## config.mk

```make
export PLATFORM = sky130hd
export DESIGN_NAME = cps_regs
export DESIGN_NICKNAME = d
export VERILOG_FILES = /design/src/inc/cps_pkg.sv /design/src/verilog/cps_path_decode.sv /design/src/verilog/cps_pin_sync.sv /design/src/verilog/cps_regs.sv
export VERILOG_INCLUDE_DIRS = /design/src /design/src/inc
export SDC_FILE = /design/constraint.sdc
export NUM_CORES = 1
export LEC_CHECK = 0
export BUFFER_PORTS_ARGS = -buffer_cell sky130_fd_sc_hd__clkbuf_2
export CORE_MARGIN = 2
export CORE_UTILIZATION = 38
export DETAILED_ROUTE_END_ITERATION = 8
export GPL_TIMING_DRIVEN = 0
export PLACE_DENSITY = 0.62
export SLEW_MARGIN = 15
export SYNTH_ARGS = -nofsm -noshare
export SYNTH_HDL_FRONTEND = slang
export SYNTH_HIERARCHICAL = 1
export SYNTH_SLANG_ARGS = --single-unit
export TNS_END_PERCENT = 20
```

## constraint.sdc

```tcl
create_clock -name pclk -period 2.35 [get_ports pclk]
set_clock_uncertainty 0.05 [all_clocks]
set_input_delay 0.47 -clock pclk [delete_from_list [all_inputs] [get_ports pclk]]
set_output_delay 0.47 -clock pclk [all_outputs]
set_load 0.05 [all_outputs]
```

## src/inc/cps_defines.svh

```systemverilog
// register map, field positions and reset values of the clock path block
// Contract
// - bit 15 powers sensor; readback needs counter
// - bit 13 drives status pin, else tri-state
// - bit 6 picks lock detect or readback
// - three 2-bit delay range fields, one per output
// - temperature bits 11-1 read-only measurement
// - bit 0 enables counter; sensor needed too
// - function field picks buffer, divider, multiplier
// - divide by ratio+1; zero falls to buffer
// - one shared ratio field, ignored in buffer
// - bit 6 resets main clock divider
// - alignment sync in mode 0 resets divider
// - divider reset bit inert outside divider mode
// - bit 12 forces oscillator core
// - core field: start core or forced core
`ifndef CPS_DEFINES_SVH
`define CPS_DEFINES_SVH

`define CPS_IDX_SENSOR 10'h017
`define CPS_IDX_TEMP 10'h018
`define CPS_IDX_PATH 10'h019
`define CPS_IDX_CORE 10'h01c

`define CPS_RST_SENSOR 16'h4000
`define CPS_RST_TEMP 16'h0000
`define CPS_RST_PATH 16'h0211
`define CPS_RST_CORE 16'h0a08

`define CPS_WMASK_TEMP 16'h3001
`define CPS_WMASK_CORE 16'h1fff

`define CPS_B_TS_ON 15
`define CPS_B_DRIVE 13
`define CPS_B_SRC 6
`define CPS_F_LRANGE 5:4
`define CPS_F_A3RANGE 3:2
`define CPS_F_A2RANGE 1:0
`define CPS_F_TRES 11:1
`define CPS_B_CNT_ON 0
`define CPS_F_FUNC 2:0
`define CPS_F_RATIO 5:3
`define CPS_B_DIVRST 6
`define CPS_B_FORCE 12
`define CPS_F_CORE 11:9

`define CPS_FN_BUF 3'h1
`define CPS_FN_DIV 3'h2
`define CPS_FN_MUL 3'h3
`define CPS_RATIO_OFF 3'h0
`define CPS_MUL_MAX 3'h4
`define CPS_REQ_MODE_DIV 2'h0

`endif

```

## src/inc/cps_pkg.sv

```systemverilog
// types shared by the clock path block
package cps_pkg;

    typedef enum logic [1:0] {
        CPS_RSVD = 2'b00,
        CPS_BUF = 2'b01,
        CPS_DIV = 2'b10,
        CPS_MUL = 2'b11
    } cps_mode_e;

    typedef struct packed {
        logic psel;
        logic penable;
        logic pwrite;
        logic [11:0] paddr;
        logic [31:0] pwdata;
    } cps_apb_req_s;

    typedef struct packed {
        logic [31:0] prdata;
        logic pready;
        logic pslverr;
    } cps_apb_rsp_s;

    typedef struct packed {
        cps_mode_e mode;
        logic [3:0] divide_by;
        logic [2:0] mult_by;
    } cps_path_s;

    typedef struct packed {
        logic [1:0] logic_align_delay_range;
        logic [1:0] align3_delay_range;
        logic [1:0] align2_delay_range;
    } cps_ranges_s;

endpackage

```

## src/verilog/cps_path_decode.sv

```systemverilog
// resolves function and ratio fields into the effective clock path
`timescale 1ns/1ps
`include "cps_defines.svh"
module cps_path_decode (
    // register fields
    input wire logic [2:0] path_function,
    input wire logic [2:0] ratio,
    // resolved path
    output cps_pkg::cps_path_s path
);

    always_comb
    begin
        path.mode = cps_pkg::CPS_RSVD;
        path.divide_by = 4'h1;
        path.mult_by = 3'h1;
        unique case (path_function)
            `CPS_FN_BUF:
            begin
                path.mode = cps_pkg::CPS_BUF;
            end
            `CPS_FN_DIV:
            begin
                if (ratio != `CPS_RATIO_OFF)
                begin
                    path.mode = cps_pkg::CPS_DIV;
                    path.divide_by = {1'b0, ratio} + 4'h1;
                end
                else
                begin
                    path.mode = cps_pkg::CPS_BUF;
                end
            end
            `CPS_FN_MUL:
            begin
                if (ratio != `CPS_RATIO_OFF && ratio <= `CPS_MUL_MAX)
                begin
                    path.mode = cps_pkg::CPS_MUL;
                    path.mult_by = ratio;
                end
                else
                begin
                    path.mode = cps_pkg::CPS_BUF;
                end
            end
            default:
            begin
                // code 0 and unused codes leave the path reserved
                path.mode = cps_pkg::CPS_RSVD;
            end
        endcase
    end

endmodule

```

## src/verilog/cps_pin_sync.sv

```systemverilog
// three-stage pin synchroniser with agreement filter
`timescale 1ns/1ps
module cps_pin_sync (
    // clock and reset
    input wire logic pclk,
    input wire logic presetn,
    input wire logic clk_en,
    // pin and clean level
    input wire logic pin_in,
    output logic level
);

    typedef struct packed {
        logic s1;
        logic s2;
        logic s3;
        logic level;
    } cps_sync_s;

    cps_sync_s st_q;
    cps_sync_s st_d;

    always_comb
    begin
        st_d = st_q;
        st_d.s1 = pin_in;
        st_d.s2 = st_q.s1;
        st_d.s3 = st_q.s2;
        // first stage is never looked at by the filter
        if (st_q.s2 == st_q.s3)
        begin
            st_d.level = st_q.s3;
        end
    end

    always_ff @(posedge pclk or negedge presetn)
    begin
        if (!presetn)
        begin
            st_q <= '0;
        end
        else if (clk_en)
        begin
            st_q <= st_d;
        end
    end

    assign level = st_q.level;

endmodule

```

## src/verilog/cps_regs.sv

```systemverilog
// apb register bank for sensor, status pin, delay ranges and clock path
`timescale 1ns/1ps
`include "cps_defines.svh"
module cps_regs #(
    parameter int REQ_MODE_W = 2
) (
    // clock, reset, enable
    input wire logic pclk,
    input wire logic presetn,
    input wire logic clk_en,
    // apb
    input wire cps_pkg::cps_apb_req_s apb_req,
    output cps_pkg::cps_apb_rsp_s apb_rsp,
    // temperature sensor
    input wire logic [10:0] temp_code,
    input wire logic temp_done,
    output logic temp_sensor_on,
    output logic temp_counter_on,
    // status pin
    input wire logic lock_detect_pin,
    input wire logic readback_bit,
    output logic status_out_pin_o,
    output logic status_out_pin_oe_n,
    // alignment delay ranges
    output cps_pkg::cps_ranges_s delay_ranges,
    // alignment request
    input wire logic align_request_pins,
    input wire logic [REQ_MODE_W-1:0] align_request_mode,
    input wire logic sync_en,
    // main clock path
    output cps_pkg::cps_path_s clock_path,
    output logic divider_reset,
    // oscillator core
    output logic osc_core_force,
    output logic [2:0] osc_core_select
);

    typedef struct packed {
        logic [15:0] sensor_cfg;
        logic [15:0] temp_res;
        logic [15:0] path_cfg;
        logic [15:0] core_cfg;
        cps_pkg::cps_apb_rsp_s rsp;
        logic sensor_on;
        logic counter_on;
        logic pin_out;
        logic pin_oe_n;
        cps_pkg::cps_ranges_s ranges;
        cps_pkg::cps_path_s path;
        logic div_rst;
        logic force_core;
        logic [2:0] core_sel;
        logic align_prev;
    } cps_state_s;

    cps_state_s st_q;
    cps_state_s st_d;

    logic lock_level;
    logic align_level;
    cps_pkg::cps_path_s path_now;

    // byte address of a register from its printed index
    function automatic logic hit(input logic [11:0] addr, input logic [9:0] idx);
        hit = (addr == {idx, 2'b00});
    endfunction

    // keep read-only bits, take only writable ones from the bus
    function automatic logic [15:0] merge(
        input logic [15:0] old,
        input logic [15:0] wdat,
        input logic [15:0] wmask
    );
        merge = (old & ~wmask) | (wdat & wmask);
    endfunction

    cps_pin_sync u_lock_sync (
        .pclk(pclk),
        .presetn(presetn),
        .clk_en(clk_en),
        .pin_in(lock_detect_pin),
        .level(lock_level)
    );

    cps_pin_sync u_align_sync (
        .pclk(pclk),
        .presetn(presetn),
        .clk_en(clk_en),
        .pin_in(align_request_pins),
        .level(align_level)
    );

    // decode from the next value so outputs track a write in one cycle
    cps_path_decode u_decode (
        .path_function(st_d.path_cfg[`CPS_F_FUNC]),
        .ratio(st_d.path_cfg[`CPS_F_RATIO]),
        .path(path_now)
    );

    logic setup;
    logic access;
    logic mapped;
    logic [15:0] wdat;
    logic [15:0] rdat;
    logic sync_evt;

    always_comb
    begin
        setup = apb_req.psel && !apb_req.penable;
        access = apb_req.psel && apb_req.penable;
        mapped = hit(apb_req.paddr, `CPS_IDX_SENSOR)
            || hit(apb_req.paddr, `CPS_IDX_TEMP)
            || hit(apb_req.paddr, `CPS_IDX_PATH)
            || hit(apb_req.paddr, `CPS_IDX_CORE);
        wdat = apb_req.pwdata[15:0];
        rdat = 16'h0000;
        if (hit(apb_req.paddr, `CPS_IDX_SENSOR))
        begin
            rdat = st_q.sensor_cfg;
        end
        else if (hit(apb_req.paddr, `CPS_IDX_TEMP))
        begin
            rdat = st_q.temp_res & (`CPS_WMASK_TEMP | 16'h0ffe);
        end
        else if (hit(apb_req.paddr, `CPS_IDX_PATH))
        begin
            rdat = st_q.path_cfg;
        end
        else if (hit(apb_req.paddr, `CPS_IDX_CORE))
        begin
            rdat = st_q.core_cfg & `CPS_WMASK_CORE;
        end
        sync_evt = align_level && !st_q.align_prev;
    end

    always_comb
    begin
        st_d = st_q;
        st_d.align_prev = align_level;

        // no wait state: answer is prepared in the setup cycle
        st_d.rsp.pready = 1'b0;
        st_d.rsp.pslverr = 1'b0;
        if (setup)
        begin
            st_d.rsp.pready = 1'b1;
            st_d.rsp.pslverr = !mapped;
            st_d.rsp.prdata = {16'h0000, rdat};
            if (apb_req.pwrite || !mapped)
            begin
                st_d.rsp.prdata = 32'h0000_0000;
            end
        end

        // a write lands only at the completing access edge
        if (access && st_q.rsp.pready && apb_req.pwrite)
        begin
            if (hit(apb_req.paddr, `CPS_IDX_SENSOR))
            begin
                // undisclosed bits stored as written, software owns them
                st_d.sensor_cfg = wdat;
            end
            if (hit(apb_req.paddr, `CPS_IDX_TEMP))
            begin
                st_d.temp_res = merge(st_q.temp_res, wdat, `CPS_WMASK_TEMP);
            end
            if (hit(apb_req.paddr, `CPS_IDX_PATH))
            begin
                st_d.path_cfg = wdat;
            end
            if (hit(apb_req.paddr, `CPS_IDX_CORE))
            begin
                st_d.core_cfg = merge(st_q.core_cfg, wdat, `CPS_WMASK_CORE);
            end
        end

        // measurement is captured only with sensor and counter both on
        if (temp_done && st_q.sensor_on && st_q.counter_on)
        begin
            st_d.temp_res[`CPS_F_TRES] = temp_code;
        end

        st_d.sensor_on = st_d.sensor_cfg[`CPS_B_TS_ON];
        st_d.counter_on = st_d.temp_res[`CPS_B_CNT_ON];

        // pin source and drive
        st_d.pin_oe_n = !st_d.sensor_cfg[`CPS_B_DRIVE];
        if (st_d.sensor_cfg[`CPS_B_SRC])
        begin
            st_d.pin_out = readback_bit;
        end
        else
        begin
            st_d.pin_out = lock_level;
        end

        st_d.ranges.logic_align_delay_range = st_d.sensor_cfg[`CPS_F_LRANGE];
        st_d.ranges.align3_delay_range = st_d.sensor_cfg[`CPS_F_A3RANGE];
        st_d.ranges.align2_delay_range = st_d.sensor_cfg[`CPS_F_A2RANGE];

        st_d.path = path_now;

        // reset bit is gated by divider mode; sync request acts alone
        st_d.div_rst = 1'b0;
        if (st_d.path_cfg[`CPS_B_DIVRST] && path_now.mode == cps_pkg::CPS_DIV)
        begin
            st_d.div_rst = 1'b1;
        end
        if (sync_evt && sync_en
            && align_request_mode == REQ_MODE_W'(`CPS_REQ_MODE_DIV))
        begin
            st_d.div_rst = 1'b1;
        end

        st_d.force_core = st_d.core_cfg[`CPS_B_FORCE];
        st_d.core_sel = st_d.core_cfg[`CPS_F_CORE];
    end

    always_ff @(posedge pclk or negedge presetn)
    begin
        if (!presetn)
        begin
            st_q.sensor_cfg <= `CPS_RST_SENSOR;
            st_q.temp_res <= `CPS_RST_TEMP;
            st_q.path_cfg <= `CPS_RST_PATH;
            st_q.core_cfg <= `CPS_RST_CORE;
            st_q.rsp <= '0;
            st_q.sensor_on <= 1'b0;
            st_q.counter_on <= 1'b0;
            st_q.pin_out <= 1'b0;
            st_q.pin_oe_n <= 1'b1;
            st_q.ranges <= '0;
            st_q.path <= {cps_pkg::CPS_BUF, 4'h1, 3'h1};
            st_q.div_rst <= 1'b0;
            st_q.force_core <= 1'b0;
            st_q.core_sel <= 3'h5;
            st_q.align_prev <= 1'b0;
        end
        else if (clk_en)
        begin
            st_q <= st_d;
        end
    end

    assign apb_rsp = st_q.rsp;
    assign temp_sensor_on = st_q.sensor_on;
    assign temp_counter_on = st_q.counter_on;
    assign status_out_pin_o = st_q.pin_out;
    assign status_out_pin_oe_n = st_q.pin_oe_n;
    assign delay_ranges = st_q.ranges;
    assign clock_path = st_q.path;
    assign divider_reset = st_q.div_rst;
    assign osc_core_force = st_q.force_core;
    assign osc_core_select = st_q.core_sel;

endmodule
```

## Yosys cells after proc, flatten, opt, wreduce, memory -nomap -nowiden

Index checks and enable logic that the tools add are counted.

- Logic and storage cells: 100
- Register bits: 114
- Output and inout port bits: 58

- Magnitude comparators: 1
- Reductions and logical operators: 31
- Add/sub/neg operators: 1
- Equality and inequality tests: 10
- Bitwise gates (word level): 2
- Multiplexer cells: 22

Operators with widths:

| kind | number |
|---|---|
| 16-bit 2-to-1 mux | 8 |
| 64-bit 2-to-1 mux | 1 |
| 12-bit by 7-bit == test with 1-bit output (second input constant) | 4 |
| 16-bit by 13-bit OR with 16-bit output | 1 |
| 16-bit by 14-bit OR with 16-bit output | 1 |
| 3-bit AND reduction | 5 |
| 13-bit 2-to-1 mux | 1 |
| 1-bit logical AND | 11 |
| 11-bit 2-to-1 mux | 1 |
| 4-bit 2-to-1 mux | 2 |
| 3-bit by 2-bit == test with 1-bit output (second input constant) | 2 |
| 2-bit 2-to-1 mux | 3 |
| 3-bit 2-to-1 mux | 2 |
| 2-bit one-hot mux with 3 select lines | 1 |
| 2-bit AND reduction | 3 |
| 3-bit by 1-bit adder with 4-bit output (second input constant) | 1 |
| 1-bit logical NOT | 4 |
| 1-bit logical OR | 4 |
| 2-bit nonzero test | 2 |
| 3-bit by 1-bit == test with 1-bit output (second input constant) | 1 |
| 3-bit <= comparator (second input constant) | 1 |
| 1-bit 2-to-1 mux | 3 |
| 3-bit nonzero test | 1 |
| 1-bit == test | 2 |
| 2 further kinds | 2 |

## Longest topological paths before layout

Gate-level depths: netlist (run 1).

- Depth in word-level cells: 12
- Depth in mapped cells: 11
- Mapped depth without buffers: 10

## Hierarchy

Netlist (run 1), hierarchy kept.

Modules (own cells, without submodules):

| module | cells an instance | instances | sequential area each (um2) | area an instance (um2) |
|---|---|---|---|---|
| cps_regs | 364 | 1 | 2265.9 | 4544.4 |
| cps_pin_sync | 12 | 2 | 100.1 | 155.1 |
| cps_path_decode | 23 | 1 | 0.0 | 175.2 |

## Least setup slack after synthesis (run 1)

Ideal clock, no wire load.

- Path kind: input-to-reg
- Start: in apb_req[34] (netlist bit)
- End: reg st_q (netlist bit divider_reset)
- Buffers on the path: 1
- Stages on the path: 11
- Setup slack: -553 ps
- Arrival time: 2758 ps
- Setup time: 95 ps
- Cell sequence: buf_2 nor4bb_1 nand4_1 mux2_2 inv_1 ha_1 ha_1 or2_2 a21oi_1 nand2_1 o31ai_1

RTL lines:

| what | line | RTL |
|---|---|---|
| from (decl) | cps_regs.sv:12 | `input wire cps_pkg::cps_apb_req_s apb_req,` |
| to (signal assigned) | cps_regs.sv:241 | `st_q <= st_d;` |
| to (decl) | cps_regs.sv:56 | `cps_state_s st_q;` |

==> run summary, run 1 <==
The iteration-0 DRC count of the detailed router came out at 217. The initial core utilization is approximately 38%. The floorplan row count came out at 42. The core region area came out at 0.0131 mm^2. The number of clock buffers added by TritonCTS is 9. The depth of the CTS H-tree is 3. The number of buffers added on ports is 93. The worst hold path belongs to the class in -> async. For this block, the routed nets add up to 11600 um of wire. The average wire per cell in the routed design came out at 16.1 um. The final number of hold-violating endpoints came to 0. During I/O placement, the number of pins put on the boundary was between 100 and 150. The maximum net fanout on the critical path is 6.

The worst setup path is of the in -> reg kind. STA classifies the critical path endpoint as a flip-flop. Traced cell by cell, the critical path runs through clkbuf_2 -> nor4b_4 -> nand4_1 -> buf_6 -> mux2_4 -> inv_4 -> ha_4 -> ha_4 -> nand2_4 -> or3_1 -> mux2_4.

For this run, design rule violations remaining after detail routing come to 0. The count of buffering cells on the critical path with inverters included is 3. The mean number of vias per cell is 4.83. The CTS clock-pin slew for the worst setup and hold paths came out at 0.07 ns. The largest net degree at the start of global routing is about 100. The post-DP HPWL is 8450 um. The residual antenna-violating net count after detailed routing is 0. The actual slew at the worst max-slew pin came out at 0.771 ns.

Across the run, the number of max-cap violations was 0. The post-synth design cell area is 0.00503 mm^2. The worst path uses 104% of the clock period. The design draws 3600 uW. The max-slew violation count is 0. The number of flip-flops and latches in the synthesized netlist came out at 98. The clock tree root buffer cell is clkbuf_16. The number of global-route vias before repair is 3480. Counting buffers and inverters, the worst setup path is 11 cells deep.

Setup violations remaining at the end of the flow were counted as 2. Setup repair after global routing could not meet its margin everywhere. The cell with the biggest individual delay on the critical path is nor4b_4. Counting tap cells, the placed design contains a total of 695 instances.

The aggregate global routing overflow is 0. The share of final-layout standard cells stronger than drive strength 1 is 54.4%. The total power per unit cell area is 572 mW/mm^2. The run finished, with violations left. Clock tree synthesis found a total of 98 sinks. The number of antenna diodes in the final layout is 0. The synthesis-to-finish area growth is 25.1%.

The overall fraction of global-route tracks in use came out at 17.0%. The type of origin of the critical path is a primary input. The leading register cell type out of synthesis is dfrtp_1. The largest buffer count on any clock path is 2.

The CTS tree is built. Static timing analysis puts the maximum clock frequency at a little over 400 MHz. The remaining max-slew budget at the tightest pin came out at 48.6%.

In the post-route analysis, the smallest setup slack over all paths is -0.0956 ns. The count of warnings emitted by yosys came out at 6. The worst path required time is 2.57 ns. The die footprint is 0.0142 mm^2. The synthesized design contains 0 enable-type register cells. The wire length of the first global-routing pass is 18800 um. The final net count is 616. The register-to-register setup slack is -0.07 ns. Routability-driven placement finished with a final weighted congestion of 0.782. The number of optimization iterations in the first detailed-route pass came out at 4. The total number of vias came out at about 3500. The checks that failed: negative setup slack. The cell count after synthesis is about 410. The share of synthesized area occupied by flip-flops and latches is 49.0%.

The async set-reset flop share out of synthesis came out at 100%. The maximum vdd drop is 0.000302 V. The final cell count without fillers is 724. Measured along the x axis, the die boundary spans 119 um. The average instance area after synthesis is ~12 um^2. The die outline height is 119 um. The kind of cell with the highest combined delay along the critical path is simple AND/OR/NAND/NOR gates. Timing analysis after detailed placement gives a worst setup slack of -0.873 ns. The minimum period implied by the final worst setup slack is 2.45 ns. The endpoint identified for the worst register-to-register timing path is clock_path[0]$_DFFE_PN1P_.

The leakage power is 0.00316 uW. The startpoint identified for the worst register-to-register timing path is apb_rsp[1]$_DFFE_PN0P_. The logic depth of the worst register-to-register path came out at 10. The count of different cell masters after synthesis is 49. The peak per-stage delay on the critical path is 0.35 ns. The clock latency reported for the late side of the worst-skew pair is 0.34 ns. The signal arrival time at the worst endpoint came out at 2.67 ns. The initial antenna violation count is 0.
[registers in the layout (all words and copies together), names as in the netlist]
name / count
status_out_pin_o: 1
st_q: 59
divider_reset: 1
apb_rsp: 18
u_lock_sync/st_d: 2
u_lock_sync/level: 1
u_align_sync/st_d: 2
clock_path: 9
u_lock_sync/st_q: 1
u_align_sync/st_q: 1
status_out_pin_oe_n: 1
osc_core_force: 1
u_align_sync/level: 1
[logic make-up after synthesis]
kind of cell,Yosys count,share of synthesized area (%)
AND/OR/NAND/NOR,72,9.06
multiplexers,93,21.2
XOR/XNOR,1,0.174
buffers and inverters,80,10.3
flip-flops,98,49.0
adder cells (fa/ha/maj),4,0.995
AO/OA/AOI/OAI,62,9.10
other,1,0.0746
[cell usage after synthesis, types with 3 or more instances]
master	count	area share [%]
dfrtp_1	87	43
mux2_2	69	15
buf_4	53	7.9
nand2_1	29	2.2
o2bb2ai_1	15	2.6
a22oi_1	14	2.1
mux2i_1	14	2.8
dfstp_2	11	5.7
mux2_4	10	3.0
o21ai_0	10	1.0
o21ai_2	10	1.7
clkbuf_1	9	0.67
inv_1	9	0.67
a21oi_1	6	0.60
buf_2	5	0.50
nor2_1	5	0.37
ha_1	4	1.0
nor3_1	4	0.40
and3_1	3	0.37
nand3_1	3	0.30
nand4_1	3	0.37
o31ai_1	3	0.45
[per-layer routing]
layer,part of all wire (%),vias to the layer above,global-route usage (%)
li1,-,1678,-
met1,45,1712,22.3
met2,48,83,27.3
met3,4.7,22,3.74
met4,2.3,0,6.55
met5,0,-,0
[what timing repair did]
item | in CTS | in global routing
pin swaps | 8 | 12
setup buffers | 8 | 6
gates resized for setup | 7 | 8
hold buffers | 0 | 0
endpoints found under the setup margin | 20 | 30
[power by group]
group | internal [uW] | leakage (uW) | total, uW | switching [uW]
sequential | 1730 | 0.00130 | 1770 | 34.0
clock | 825 | 0.000136 | 1470 | 641
combinational | 129 | 0.00172 | 364 | 235
total | 2690 | 0.00316 | 3600 | 909
[worst max-delay path by stage]
stage	start	to	slack [ns]
6_report	apb_req[39]	clock_path[0]$_DFFE_PN1P_	-0.1
5_1_grt	apb_rsp[1]$_DFFE_PN0P_	clock_path[0]$_DFFE_PN1P_	-0.13
4_1_cts	apb_req[36]	clock_path[0]$_DFFE_PN1P_	-0.09
3_5_place_dp	apb_req[34]	divider_reset$_DFFE_PN0P_	-0.87
3_3_place_gp	apb_req[34]	divider_reset$_DFFE_PN0P_	-0.84
2_1_floorplan	apb_req[36]	clock_path[0]$_DFFE_PN1P_	-0.28
[cell usage in the layout (no fill, tap or decap), types with 2 or more instances in the layout]
cell type and count:
clkbuf_2 92, dfrtp_1 87, mux2_2 66, buf_4 66
nand2_1 28, conb_1 16, o2bb2ai_1 15, mux2i_1 14
a22oi_1 14, mux2_4 13, dfstp_2 11, clkbuf_1 10
o21ai_2 10, o21ai_0 10, clkbuf_16 9, inv_1 7
a21oi_1 5, nor2_1 5, buf_6 4, nor3_1 4
nand4_1 3, buf_2 3, nand3_1 3, o31ai_1 3
and3_1 3, nor4b_4 2, nor2b_1 2, buf_1 2
or3_1 2, nor4b_1 2, clkinv_4 2, nand2b_1 2
ha_4 2, ha_1 2
[cell type report]
cell class | count | area (um^2)
inverters | 9 | 36.3
plain buffers | 71 | 513
flip-flops and latches | 98 | 2470
well taps | 176 | 220
clock inverters | 4 | 55.1
multi-input cells | 248 | 2180
fillers | 1211 | 6790
repair buffers | 107 | 589
clock buffers | 11 | 233
[through the flow]
step	utilization [%]	area (um^2)	setup TNS [ns]	hold slack, ns
after floorplan	-	5150	-1.65	0.124
after global placement	44.6	5840	-61.10	0.420
after detailed placement	44.7	5840	-21.35	0.421
after CTS	47.5	6220	-0.138	0.194
after global routing	48.1	6290	-1.30	0.230
final	48.1	6290	-0.167	0.143
Note: power is estimated with default switching activity, not from simulation.
==> run 2: changes to the inputs <==
--- a/config.mk
+++ b/config.mk
@@ -10,8 +10,9 @@
 export CORE_MARGIN = 2
 export CORE_UTILIZATION = 38
 export DETAILED_ROUTE_END_ITERATION = 8
+export GPL_ROUTABILITY_DRIVEN = 0
 export GPL_TIMING_DRIVEN = 0
-export PLACE_DENSITY = 0.62
+export PLACE_DENSITY = 0.7
 export SLEW_MARGIN = 15
 export SYNTH_ARGS = -nofsm -noshare
 export SYNTH_HDL_FRONTEND = slang
==> run 2 against run 1 <==
Compared with the run above:
- the run still ends with negative setup slack left
- count of clock-buffer cells in the layout shrank 1
- utilization down 0.53 points
- critical path depth rose by 1
- via count is 0.74% lower
- register-to-register slack improved by 0.02 ns
- total power down 0.37%
- clock power barely moved
- routed wire length up 0.43%
==> run summary, run 2 (synthesized netlist as in run 1, its figures left out) <==
Result of the run: finished, violations left (unchanged). Violated checks: negative setup slack (unchanged). The register name with the most flops is st_q (unchanged). The share of final-layout standard cells stronger than drive strength 1 came to 54.2% (was 54.4%).

The number of clock sinks seen by CTS came out at 98 (unchanged). The logic depth of the worst register-to-register path came out at 10 (unchanged). The switching power as a share of total power is 24.9% (was 25.3%). The smallest setup slack after layout came out at -0.0533 ns (was -0.0956 ns). The overall fraction of global-route tracks in use came out at 16.9% (was 17.0%). The signal arrival time at the worst endpoint is 2.61 ns (was 2.67 ns). The portion of total power attributed to combinational logic came out at 10.0% (was 10.1%).

The maximum net fanout on the critical path came out at 6 (unchanged). The power spent charging and discharging nets is 894 uW (was 909 uW). The average wire per cell in the routed design came to 16.3 um (was 16.1 um). The number of maximum-capacitance constraint violations came out at 0 (unchanged).

The clock tree root buffer cell is clkbuf_16 (unchanged). The residual antenna-violating net count after detailed routing is 0 (unchanged). The maximum achievable frequency is 416 MHz (was 409 MHz). The number of flip-flops under the largest register name is 59 (unchanged).

The internal power contribution came out at 2690 uW (about the same). The final cell count without fillers is 718 (was 724). The wire length of the first global-routing pass came to 18800 um (about the same). The number of buffers added on ports came to 93 (unchanged). The endpoint type of the worst setup path is a flip-flop (unchanged).

Cell chain of the critical path: clkbuf_2 -> buf_12 -> nor4bb_1 -> nand4_1 -> buf_6 -> mux2_4 -> inv_2 -> ha_4 -> ha_4 -> nand2_2 -> or3_1 -> mux2_4 (was clkbuf_2 -> nor4b_4 -> nand4_1 -> buf_6 -> mux2_4 -> inv_4 -> ha_4 -> ha_4 -> nand2_4 -> or3_1 -> mux2_4). The number of placed instances with taps included is 695 (unchanged). The sequential fraction of design power came out at 49.5% (was 49.1%).

The critical setup path kind is in -> reg (unchanged). The actual slew at the worst max-slew pin came to 0.766 ns (was 0.771 ns). The CTS tree is built (unchanged).

The post-route total power came out at 3580 uW (was 3600 uW). The max-slew violation count came out at 0 (unchanged). The startpoint of the worst setup timing path is apb_req[34] (was apb_req[39]).

The path type of the worst min-delay path is in -> async (unchanged). The leading cell type in the layout, fill and taps excluded is clkbuf_2 (unchanged). The fill cell instance count of the final layout came out at 1171 (was 1211). The aggregate global routing overflow came to 0 (unchanged). The remaining max-slew budget at the tightest pin came out at 49.0% (was 48.6%).

The final number of hold-violating endpoints is 0 (unchanged). The hold slack is 0.149 ns (was 0.143 ns). The number of optimization iterations in the first detailed-route pass came out at 4 (unchanged). The initial core utilization is 38.4% (unchanged). The die footprint is 0.0142 mm^2 (unchanged). The mean number of vias per cell is 4.83 (about the same).

The post-route DRC violation count came out at 0 (unchanged). The final clock period utilization by the worst path came out at 102% (was 104%). The CTS clock-pin slew for the worst setup and hold paths is 0.06 ns (was 0.07 ns). The antenna cell count came out at 0 (unchanged). The detailed-route wire length is 11700 um (was 11600 um).

The minimum period implied by the final worst setup slack is 2.40 ns (was 2.45 ns). The horizontal extent of the die was 119 um (unchanged). The synthesis-to-finish area growth is 23.7% (was 25.1%). The worst reg2reg path startpoint is apb_rsp[1]$_DFFE_PN0P_ (unchanged). The iteration-0 DRC count of the detailed router came out at 129 (was 217).

The clock latency reported for the late side of the worst-skew pair was 0.34 ns (about the same). The I/O pin count came out at 126 (unchanged). The post-DP HPWL is 8690 um (was 8450 um).

The number of global-route vias before repair was 3603 (was 3480). The maximum vdd drop is 0.000254 V (was 0.000302 V). The hold-fix buffer count after cts came out at 0 (unchanged). The clock power share came out at 40.5% (was 40.7%).

The largest buffer count on any clock path is 2 (unchanged). The worst path required time is 2.56 ns (was 2.57 ns). The cell with the biggest individual delay on the critical path is or3_1 (was nor4b_4). The floorplan row count was 42 (unchanged).

The total power per unit cell area came out at 576 mW/mm^2 (was 572 mW/mm^2). The largest net degree at the start of global routing was 99 (unchanged). The total number of vias came out at 3469 (was 3495). The leakage power was 0.00311 uW (was 0.00316 uW). The number of buffers inserted during clock tree synthesis came out at 9 (unchanged). The type of origin of the critical path was a primary input (unchanged). Highest-count cells in the layout ignoring fill and taps: clkbuf_2, dfrtp_1, mux2_2 (was clkbuf_2, dfrtp_1, mux2_2, buf_4, nand2_1).

The final net count is 610 (was 616). The die outline height came out at 119 um (unchanged). Unrepaired setup endpoints after global routing: yes (unchanged). The depth of the CTS H-tree is 3 (unchanged).

The final count of negative-setup-slack endpoints came out at 2 (unchanged). The peak per-stage delay on the critical path is 0.32 ns (was 0.35 ns). The initial antenna violation count came out at 0 (unchanged). The core region area was 0.0131 mm^2 (unchanged).
## run 2: metrics by stage
stage	TNS, ns	util, %	cell area (um^2)	setup WS [ns]
after global routing	-0.458	47.6	6220	-0.0982
final	-0.0700	47.6	6220	-0.0533
after global placement	-51.16	44.6	5840	-0.815
after detailed placement	-19.56	44.7	5840	-0.899
after floorplan	-1.65	-	5150	-0.282
after CTS	-0.0284	47.5	6210	-0.0284
## run 2: area by class of cell
| class | count | area [um^2] | area share, % |
|---|---|---|---|
| plain buffers | 70 | 498 | 8.00 |
| well taps | 176 | 220 | 3.54 |
| clock buffers | 10 | 229 | 3.68 |
| clock inverters | 5 | 63.8 | 1.03 |
| repair buffers | 102 | 548 | 8.81 |
| inverters | 9 | 36.3 | 0.583 |
| flip-flops and latches | 98 | 2470 | 39.6 |
| multi-input cells | 248 | 2160 | 34.7 |
## run 2: worst max-delay path, delay by kind of cell
kind                       cells  cell delay [ns]
and+or+nand+nor                4             0.74
adders and majority gates      2             0.42
buffers and inverters          4             0.49
muxes                          2             0.49
## run 2: repair_timing
action,in CTS,in global routing
endpoints found under the setup margin,20,29
resized for setup,9,2
buffers inserted,8,1
pin swaps,10,3
## run 2: final timing paths
check | to | slack, ns
worst max-delay path | clock_path[0]$_DFFE_PN1P_ | -0.05
worst min register to register | apb_rsp[2]$_DFFE_PN0P_ | 0.44
worst min-delay path | st_q[99]$_DFFE_PN0P_ | 0.15
worst max register to register | clock_path[0]$_DFFE_PN1P_ | -0.05
min in group pclk | st_q[99]$_DFFE_PN0P_ | 0.31
max in group asynchronous | st_q[60]$_DFFE_PN0P_ | 1.57
## run 2: per-layer routing
layer,global-route usage (%),vias to the layer above,wire length [um]
met1,21.3,1728,4920
li1,-,1650,-
met2,28.4,79,6030
met3,3.88,12,559
met5,0,-,0
met4,6.40,0,175
## run 2: power by group through the flow
| stage | registers, uW | clock network, uW | logic (uW) |
|---|---|---|---|
| 5_1_grt | 1780 | 1570 | 389 |
| 4_1_cts | 1770 | 1490 | 361 |
| 6_report | 1770 | 1450 | 359 |
| 3_5_place_dp | 1800 | 0 | 358 |
| 3_3_place_gp | 1800 | 0 | 347 |
| 2_1_floorplan | 1820 | 0 | 196 |
